`src/design/tps_pkg.sv`:
```
// Package for the timer / shared prescaler block: addresses, fields, resets, carriers
package tps_pkg;
  // Processor register addresses
  localparam logic [7:0] TPS_ADDR_TIMER_COUNT = 8'h01;
  localparam logic [7:0] TPS_ADDR_INTCTL_LO = 8'h0B;
  localparam logic [7:0] TPS_ADDR_INTCTL_HI = 8'h8B;
  localparam logic [7:0] TPS_ADDR_OPTION = 8'h81;
  localparam logic [7:0] TPS_ADDR_PORTA_DIR = 8'h85;

  // Option register fields
  localparam int TPS_OPT_SRC_BIT = 5;
  localparam int TPS_OPT_EDGE_BIT = 4;
  localparam int TPS_OPT_ASSIGN_BIT = 3;
  localparam int TPS_OPT_RATE_LSB = 0;
  localparam int TPS_RATE_W = 3;

  // Interrupt control fields
  localparam int TPS_INT_FLAG_BIT = 2;
  localparam int TPS_INT_ENABLE_BIT = 5;

  // Reset values
  localparam logic [7:0] TPS_OPTION_RST = 8'hFF;
  localparam logic [7:0] TPS_INTCTL_RST = 8'h00;
  localparam logic [7:0] TPS_TIMER_RST = 8'h00;
  localparam logic [5:0] TPS_PORTA_DIR_RST = 6'h3F;
  localparam int TPS_PORTA_DIR_W = 6;

  // Widths and timing
  localparam int TPS_PRESC_W = 8;
  localparam int TPS_WDT_POST_W = 16;
  localparam logic [1:0] TPS_WRITE_INHIBIT_CYCLES = 2'h2;

  // Processor register access carrier
  typedef struct packed {
    logic wr;
    logic rd;
    logic [7:0] addr;
    logic [7:0] wdata;
  } tps_reg_req_s;

  // Mode of the shared prescaler
  typedef enum logic [1:0] {
    TPS_ASSIGN_TIMER = 2'b01,
    TPS_ASSIGN_WDT = 2'b10
  } tps_assign_e;
endpackage : tps_pkg

```
`src/design/tps_prescaler.sv`:
```
// Shared 8-bit prescaler: power-of-two divider with synchronous clear
`timescale 1ns/1ps
`default_nettype none
module tps_prescaler #(
  parameter int W = 8
) (
  input wire logic clk,
  input wire logic rst_n,
  input wire logic clr,
  input wire logic tick_in,
  input wire logic [2:0] rate,
  input wire tps_pkg::tps_assign_e assign_mode,
  output logic tick_out
);
  import tps_pkg::*;

  typedef struct packed {
    logic [W-1:0] cnt;
  } tps_presc_state_s;

  tps_presc_state_s st_r;
  tps_presc_state_s st_nxt;
  logic [3:0] shift_amt;
  logic [W:0] mask;

  // Timer divides by 2^(rate+1), watchdog by 2^rate
  always_comb begin
    shift_amt = (assign_mode == TPS_ASSIGN_TIMER) ? ({1'b0, rate} + 4'h1) : {1'b0, rate};
    mask = ({{W{1'b0}}, 1'b1} << shift_amt) - {{W{1'b0}}, 1'b1};
    tick_out = tick_in && ((st_r.cnt & mask[W-1:0]) == mask[W-1:0]);
  end

  // Counter is never exposed; clear beats any pending tick
  always_comb begin
    st_nxt = st_r;
    if (clr) begin
      st_nxt.cnt = '0;
    end else if (tick_in) begin
      st_nxt.cnt = st_r.cnt + {{(W-1){1'b0}}, 1'b1};
    end
  end

  always_ff @(posedge clk or negedge rst_n) begin
    if (!rst_n) begin
      st_r <= '0;
    end else begin
      st_r <= st_nxt;
    end
  end
endmodule : tps_prescaler
`default_nettype wire

```
`src/design/tps_timer.sv`:
```
// 8-bit timer with shared prescaler / watchdog postscaler assignment
`timescale 1ns/1ps
`default_nettype none
// Function
// - one 8-bit counter, timer or watchdog
// - option bit 3 assigns prescaler to watchdog
// - rate field selects power-of-two division
// - option bit 5 selects pin or cycles
// - option bit 4 selects falling pin edge
// - prescaler count has no software access
// - timer write clears prescaler in timer mode
// - watchdog clear clears prescaler in watchdog mode
// - assignment may change any time, no halt
// - watchdog has own 16-bit postscaler
// - unprescaled internal mode counts every cycle
// - timer write inhibits counting two cycles
// - roll-over FFh to 00h sets overflow flag
// - timer stops counting during sleep
module tps_timer (
  input wire logic clk,
  input wire logic rst_n,
  input wire tps_pkg::tps_reg_req_s reg_req,
  output logic [7:0] reg_rdata,
  input wire logic external_count_pin,
  input wire logic sleep_active,
  input wire logic watchdog_clear_instruction,
  input wire logic watchdog_base_tick,
  output logic overflow_flag,
  output logic watchdog_timeout,
  output logic [5:0] port_a_direction
);
  import tps_pkg::*;

  typedef struct packed {
    logic [7:0] timer_count;
    logic [7:0] interrupt_control;
    logic [7:0] timer_option;
    logic [TPS_PORTA_DIR_W-1:0] porta_dir;
    logic pin_prev;
    logic [1:0] inhibit;
    logic [7:0] rdata;
    logic [TPS_WDT_POST_W-1:0] wdt_post;
    logic wdt_timeout;
  } tps_state_s;

  tps_state_s st_r;
  tps_state_s st_nxt;

  logic count_source_select;
  logic count_edge_select;
  logic prescaler_assign;
  logic [TPS_RATE_W-1:0] prescale_rate_select;
  tps_assign_e assign_mode;
  logic wr_timer;
  logic wr_intctl;
  logic wr_option;
  logic wr_porta;
  logic pin_rise;
  logic pin_fall;
  logic src_event;
  logic presc_clr;
  logic presc_in;
  logic presc_out;
  logic timer_adv;
  logic wdt_adv;
  logic overflow_evt;

  // Option fields decoded straight from the live register, so reassignment is immediate
  always_comb begin
    count_source_select = st_r.timer_option[TPS_OPT_SRC_BIT];
    count_edge_select = st_r.timer_option[TPS_OPT_EDGE_BIT];
    prescaler_assign = st_r.timer_option[TPS_OPT_ASSIGN_BIT];
    prescale_rate_select = st_r.timer_option[TPS_OPT_RATE_LSB +: TPS_RATE_W];
    assign_mode = prescaler_assign ? TPS_ASSIGN_WDT : TPS_ASSIGN_TIMER;
  end

  // Register write decode
  always_comb begin
    wr_timer = reg_req.wr && (reg_req.addr == TPS_ADDR_TIMER_COUNT);
    wr_intctl = reg_req.wr && ((reg_req.addr == TPS_ADDR_INTCTL_LO) || (reg_req.addr == TPS_ADDR_INTCTL_HI));
    wr_option = reg_req.wr && (reg_req.addr == TPS_ADDR_OPTION);
    wr_porta = reg_req.wr && (reg_req.addr == TPS_ADDR_PORTA_DIR);
  end

  // Count source: pin edge or instruction cycle, frozen in sleep
  always_comb begin
    pin_rise = external_count_pin && !st_r.pin_prev;
    pin_fall = !external_count_pin && st_r.pin_prev;
    if (count_source_select) begin
      src_event = count_edge_select ? pin_fall : pin_rise;
    end else begin
      src_event = 1'b1;
    end
    if (sleep_active) begin
      src_event = 1'b0;
    end
  end

  // Prescaler routing; only one consumer owns it at a time
  always_comb begin
    if (assign_mode == TPS_ASSIGN_TIMER) begin
      presc_in = src_event && (st_r.inhibit == 2'h0);
      presc_clr = wr_timer;
      timer_adv = presc_out;
      wdt_adv = watchdog_base_tick;
    end else begin
      presc_in = watchdog_base_tick;
      presc_clr = watchdog_clear_instruction;
      timer_adv = src_event;
      wdt_adv = presc_out;
    end
  end

  // Shared prescaler; its count never reaches the read path
  tps_prescaler #(
    .W(TPS_PRESC_W)
  ) u_presc (
    .clk(clk),
    .rst_n(rst_n),
    .clr(presc_clr),
    .tick_in(presc_in),
    .rate(prescale_rate_select),
    .assign_mode(assign_mode),
    .tick_out(presc_out)
  );

  assign overflow_evt = timer_adv && (st_r.inhibit == 2'h0) && !wr_timer && (st_r.timer_count == 8'hFF);

  // Next-state logic for all registers
  always_comb begin
    st_nxt = st_r;
    st_nxt.pin_prev = external_count_pin;
    st_nxt.wdt_timeout = 1'b0;

    // Inhibit window after a timer write
    if (wr_timer) begin
      st_nxt.inhibit = TPS_WRITE_INHIBIT_CYCLES;
    end else if (st_r.inhibit != 2'h0) begin
      st_nxt.inhibit = st_r.inhibit - 2'h1;
    end

    // Timer count: a write wins over an increment in the same cycle
    if (wr_timer) begin
      st_nxt.timer_count = reg_req.wdata;
    end else if (timer_adv && (st_r.inhibit == 2'h0)) begin
      st_nxt.timer_count = st_r.timer_count + 8'h01;
    end

    // Interrupt control: overflow set beats software clear
    if (wr_intctl) begin
      st_nxt.interrupt_control = reg_req.wdata;
    end
    if (overflow_evt) begin
      st_nxt.interrupt_control[TPS_INT_FLAG_BIT] = 1'b1;
    end

    if (wr_option) begin
      st_nxt.timer_option = reg_req.wdata;
    end
    if (wr_porta) begin
      st_nxt.porta_dir = reg_req.wdata[TPS_PORTA_DIR_W-1:0];
    end

    // Dedicated watchdog postscaler, reset by the clear instruction
    if (watchdog_clear_instruction) begin
      st_nxt.wdt_post = '0;
    end else if (wdt_adv) begin
      st_nxt.wdt_post = st_r.wdt_post + {{(TPS_WDT_POST_W-1){1'b0}}, 1'b1};
      st_nxt.wdt_timeout = &st_r.wdt_post;
    end

    // Registered read data; unknown addresses read zero
    if (reg_req.rd) begin
      unique case (reg_req.addr)
        TPS_ADDR_TIMER_COUNT: st_nxt.rdata = st_r.timer_count;
        TPS_ADDR_INTCTL_LO: st_nxt.rdata = st_r.interrupt_control;
        TPS_ADDR_INTCTL_HI: st_nxt.rdata = st_r.interrupt_control;
        TPS_ADDR_OPTION: st_nxt.rdata = st_r.timer_option;
        TPS_ADDR_PORTA_DIR: st_nxt.rdata = {2'h0, st_r.porta_dir};
        default: st_nxt.rdata = 8'h00;
      endcase
    end
  end

  always_ff @(posedge clk or negedge rst_n) begin
    if (!rst_n) begin
      st_r.timer_count <= TPS_TIMER_RST;
      st_r.interrupt_control <= TPS_INTCTL_RST;
      st_r.timer_option <= TPS_OPTION_RST;
      st_r.porta_dir <= TPS_PORTA_DIR_RST;
      st_r.pin_prev <= 1'b0;
      st_r.inhibit <= 2'h0;
      st_r.rdata <= 8'h00;
      st_r.wdt_post <= '0;
      st_r.wdt_timeout <= 1'b0;
    end else begin
      st_r <= st_nxt;
    end
  end

  // Outputs straight from flops
  assign reg_rdata = st_r.rdata;
  assign overflow_flag = st_r.interrupt_control[TPS_INT_FLAG_BIT];
  assign watchdog_timeout = st_r.wdt_timeout;
  assign port_a_direction = st_r.porta_dir;
endmodule : tps_timer
`default_nettype wire

```
`config.mk`:
```
export PLATFORM = sky130hd
export DESIGN_NAME = tps_timer
export DESIGN_NICKNAME = d
export VERILOG_FILES = /design/src/design/tps_pkg.sv /design/src/design/tps_prescaler.sv /design/src/design/tps_timer.sv
export SDC_FILE = /design/constraint.sdc
export NUM_CORES = 1
export LEC_CHECK = 0
export BUFFER_PORTS_ARGS = -buffer_cell sky130_fd_sc_hd__buf_2
export CORE_UTILIZATION = 55
export CTS_CLUSTER_DIAMETER = 150
export CTS_CLUSTER_SIZE = 10
export DETAILED_ROUTE_END_ITERATION = 6
export GPL_ROUTABILITY_DRIVEN = 1
export HOLD_SLACK_MARGIN = 0.03
export PLACE_DENSITY = 0.75
export SLEW_MARGIN = 10
export SYNTH_ARGS = -nofsm -noshare
export SYNTH_HDL_FRONTEND = slang
export SYNTH_SLANG_ARGS = --single-unit
```
`constraint.sdc`:
```
create_clock -name clk -period 4 [get_ports clk]
set_input_delay 0.2 -clock clk [delete_from_list [all_inputs] [get_ports clk]]
set_output_delay 0.2 -clock clk [all_outputs]
set_load 0.01 [all_outputs]
```
Word-level counts from Yosys, hierarchy flattened
Cells that the tools add are included.

storage, ports and cells
  register bits = 66
  output and inout bits = 16
  word-level logic and storage cells = 72

cells by class
  add/subtract/negate cells = 6
  equality and inequality tests = 8
  shift operators = 1
  mux-type cells = 21
  bitwise logic cells = 1
  reductions and logical operators = 24

operators with widths
  cell                     count
  $eq A8 B8 Y1 const B     4
  $mux W8                  4
  $pmux W8 S4              1
  $mux W17                 1
  $add A16 B1 Y16 const B  1
  $add A8 B1 Y8 const B    2
  $mux W16                 1
  $reduce_and A16 Y1       1
  $reduce_bool A2 Y1       6
  $logic_and A1 B1 Y1      11
  $mux W1                  9
  $and A8 B8 Y8            1
  $eq A8 B1 Y1 const B     1
  $eq A8 B4 Y1 const B     1
  $eq A8 B8 Y1             1
  $shl A1 B4 Y8 const A    1
  $sub A8 B1 Y8 const B    1
  $mux W2                  3
  $add A3 B1 Y4 const B    1
  $mux W4                  1
  $logic_not A1 Y1         3
  $mux W3                  1
  $eq A2 B1 Y1 const B     1
  $logic_not A2 Y1         1
  other kinds (3)          3

Logic depth before layout (Yosys ltp)
  depth after elaboration = 13
  gate-level depth with buffers = 14
  mapped depth without buffers = 12

Modules after synthesis
Synthesis repeated with hierarchy kept, for this count alone.

unflattened totals
  cell total of the unflattened synthesis = 378
  area total of the unflattened synthesis = 3872.5 um^2

by module, submodules not included
  module         times used  cells each  area each (um^2)
  tps_timer      1           284         3094.2
  tps_prescaler  1           94          778.2

Worst setup path after synthesis
No wires, ideal clock.

  path kind = register -> register
  start = register st_r (netlist bit prescale_rate_select[0])
  end = register st_r[7] (netlist bit)
  library setup time = 128 ps
  arrival time = 3040 ps
  data required time = 3872 ps
  setup slack = 833 ps
  stages on the path, launching flop included = 13
  path buffers = 1
  clock period less this slack = 3167 ps
  cell sequence = dfstp_2 -> ha_1 -> nor2b_2 -> a2111oi_4 -> nor2_2 -> ha_1 -> nor2_1 -> o21ai_1 -> a2111o_1 -> a41oi_4 -> buf_6 -> nand3b_1 -> mux2_1

on the way
  cells in the longest elaborated chain, start to end = 9

RTL lines
  what                              line                 source
  start, declared                   tps_timer.sv:46      tps_state_s st_r;
  start signal, assigned            tps_timer.sv:197     st_r <= st_nxt;
  $add A3 B1 Y4                     tps_prescaler.sv:28  shift_amt = (assign_mode == TPS_ASSIGN_TIMER) ? ({1'b0, rate} + 4'h1) : {1'b0, rate};
  $mux W4 (*)                       tps_prescaler.sv:28
  $shl A1 B4 Y8 (*)                 tps_prescaler.sv:29  mask = ({{W{1'b0}}, 1'b1} << shift_amt) - {{W{1'b0}}, 1'b1};
  $sub A8 B1 Y8 (*)                 tps_prescaler.sv:29
  $and A8 B8 Y8                     tps_prescaler.sv:30  tick_out = tick_in && ((st_r.cnt & mask[W-1:0]) == mask[W-1:0]);
  $eq A8 B8 Y1 (*)                  tps_prescaler.sv:30
  $logic_and A1 B1 Y1 (*)           tps_prescaler.sv:30
  $mux W1 (*)                       tps_timer.sv:101     if (assign_mode == TPS_ASSIGN_TIMER) begin
  $reduce_bool A2 Y1 (no line) (*)  -

Mark *: on every way between the ends. The rest lies on a longest branch, timed or not.
A chain may end at the register's enable or synchronous reset.

Worst setup path in the final report
  start = register st_r (netlist bit prescale_rate_select[0])
  end = register st_r[11] (netlist bit)

Same word-level chain as after synthesis.

==> results.md <==
* Total negative setup slack at 0 ps
* Post-synth EDFFs at 0
* Async set-reset flop share out of synthesis at 100%
* Clock slew at reported path FFs at 70 ps
* Worst Hold Path EP: st_r[48]
* Final hold slack at 115 ps
* GRT Util Overall at 24.6%
* Synth warnings at 0
* Vias at 3113
* Worst Setup Start Kind: flop
* Total of max-cap violations at 0
* Required time of the critical path at 4270 ps
* Detailed Place HPWL at 5740 um
* Area contributors post-synth: dfrtp_1 33%, dfstp_2 9.4%, mux2_2 6.6%
* Starting Density at 57.1%
* GRT overflow at 0
* FMAX at 268 MHz
* Worst Hold Launch: reg_req[6]
* Crit Reg-Reg Startpoint: prescale_rate_select[0]
* Antenna Cells at 0
* Cells after Synth at 392
* Final period util at 93.2%
* Final nets at 444
* Height of the die at 86.2 um
* Die area at 7440 um2
* RSZ-0062 raised after global routing: false
* Syn Nets at 422
* Row count at 30
* Hold path cells at 2
* Initial antenna violation count at 0
* Vias in the first global route at 2850
* Most common cell after layout, fill and taps aside: dfrtp_1
* Worst ir drop on vdd at 0.000282 V
* Layout cell share with drive strength beyond 1 at 26.3%
* Mapped Area at 3900 um2
* Drt pass-1 iters at 5
* DRT iter0 DRCs at 150
* Reg2reg end: st_r[11]
* CTS tree: built
* Synth area leader: dfrtp_1
* First-pass GRT wire length at 14000 um
* Worst path slowest cell: dfstp_2
* Final ANT Viol Nets at 0
* Top-area cell type share of the netlist area at 33.3%
* Tightest Pin Transition at 909 ps
* Tmin final at 3730 ps
* CTS Buffer Depth at 2
* Finished Cell Area at 4280 um2
* Cell-by-cell trace of the critical path: ha_2 > mux2i_1 > o21ai_0 > ha_1 > or3_1 > nand3_1 > a41oi_4 > buf_4 > or4_1 > a21oi_1
* CTS root buf: clkbuf_8
* Synthesis-stage register bit count at 66
* Detailed-route DRC error count at 0
* Post-synth cell types at 67
* Pwr Density at 432 nW/um2
* Worst R2R Setup Slack at 270 ps
* Via-per-instance ratio at 6.04
* Hold violation count in the final report at 0
* Clk_lat worst skew at 350 ps
* Crit path largest cell delay at 670 ps
* Final Max Slew Viols at 0
* Routed length per placed instance at 16.2 um
* Slew margin rel. at 39.4%
* Core Area at 6830 um2
* Outcome: complete, no violations
* Setup Skew at 9.06 ps
* Avg Inst Size Synth at 9.96 um2
* Pleak at 1.79 nW
* WL final at 8360 um
* Commonest cells after routing, fill and taps aside: 52 x dfrtp_1, 39 x buf_2, 29 x nor2_1
* Hold/Removal Path Class: primary input to flop
* Arrival time at the worst endpoint at 4000 ps
* Worst-path maximum fanout at 18
* IO Pins at 40
* # clock sinks at 66
* WS Path Type: flop to flop
* Total CTS buffers at 9
* Die Wd at 86.2 um
* RePlAce Congestion at 0.856
* Crit path capture type: flop
* IO buf count at 39
* H-tree level count at 3
* Area of placed instances at 4030 um2
* Register area share after synthesis at 42.8%
* R2R cell count at 10
* Finish-stage setup viols at 0
* Syn-to-layout area delta at 9.52%
* Largest net degree at the start of global routing at 42
* Primary FF master, synth: dfrtp_1
==> how the worst max path moves through the flow <==
stage	start	end	slack [ps]	depth (start not counted)
6_report	prescale_rate_select[0]	st_r[11]	270	10
5_1_grt	prescale_rate_select[0]	st_r[11]	20	10
4_1_cts	prescale_rate_select[0]	st_r[11]	290	11
3_5_place_dp	prescale_rate_select[0]	st_r[11]	300	11
3_3_place_gp	prescale_rate_select[0]	st_r[13]	430	11
2_1_floorplan	prescale_rate_select[0]	st_r[7]	830	12
==> routing by layer <==
metal,vias up,share of wire (%),global-route usage (%)
met5,-,0,0
met4,0,1.3,7.58
met3,13,4.8,5.81
met2,84,46,36.1
met1,1517,48,36.0
li1,1499,-,-
==> stage by stage <==
stage	std cells	power, W	setup slack, ps	util (%)
2_1_floorplan	392	0.00111	833	-
3_3_place_gp	497	0.00119	427	58.9
3_5_place_dp	497	0.00120	299	58.9
4_1_cts	515	0.00186	286	62.5
5_1_grt	515	0.00196	15.4	62.6
6_report	515	0.00185	271	62.6
==> state kept, by name, indices dropped and copies added, names as in the netlist <==
register              count
st_r                     36
reg_rdata                 8
u_presc.st_r              8
port_a_direction          6
prescale_rate_select      3
count_edge_select         1
count_source_select       1
overflow_flag             1
prescaler_assign          1
watchdog_timeout          1
==> layout make-up <==
type                    instances  area, um2
fillers                       590       2560
multi-input cells             274       1940
flip-flops and latches         66       1670
repair buffers                 46        253
clock buffers                  10        138
well taps                      96        120
clock inverters                 6       88.8
inverters                      17       63.8
==> critical path: cells and delay by family (launching register included) <==
kind / cells / cell delay [ps]
adder cells (fa/ha/maj): 2 / 640
AO/OA/AOI/OAI: 3 / 610
flip-flops: 1 / 670
AND/OR/NAND/NOR: 3 / 1050
buffers and inverters: 1 / 270
multiplexers: 1 / 390
==> repair_timing <==
item	4_1_cts	5_1_grt
setup buffers	0	0
endpoints found under the setup margin	0	1
hold buffers	2	0
endpoints found under the hold margin	31	0
gates resized for setup	0	1
==> synth_stat cells (5+ instances only) <==
cell type,count
or3_1,9
and3_1,9
dfrtp_1,52
dfstp_2,14
o21ai_1,11
buf_6,5
nand4_1,9
o21ai_0,5
o22ai_1,6
o31ai_1,11
mux2_2,23
inv_1,17
a21oi_1,19
buf_4,15
clkbuf_1,11
a31oi_1,7
nand2_1,22
ha_1,6
xor2_1,5
or4_1,11
nand3_1,13
nor2_1,29
==> cell families (layout without fill, tap and decap cells) <==
family / Yosys count / in the layout / synth area share (%)
and+or+nand+nor: 136 / 136 / 19.3
AOI/OAI and AO/OA: 96 / 96 / 18.8
xor gates and xnor gates: 9 / 9 / 2.02
muxes: 27 / 27 / 7.69
adders and majority gates: 6 / 6 / 1.92
DFF: 66 / 66 / 42.8
buffers and inverters: 52 / 79 / 7.53
==> where the power goes <==
part / switching (W) / internal [W]
registers: 0.0000861 / 0.000746
logic: 0.000216 / 0.000154
clock network: 0.000275 / 0.000369
Power figures use the tool's default switching activity.
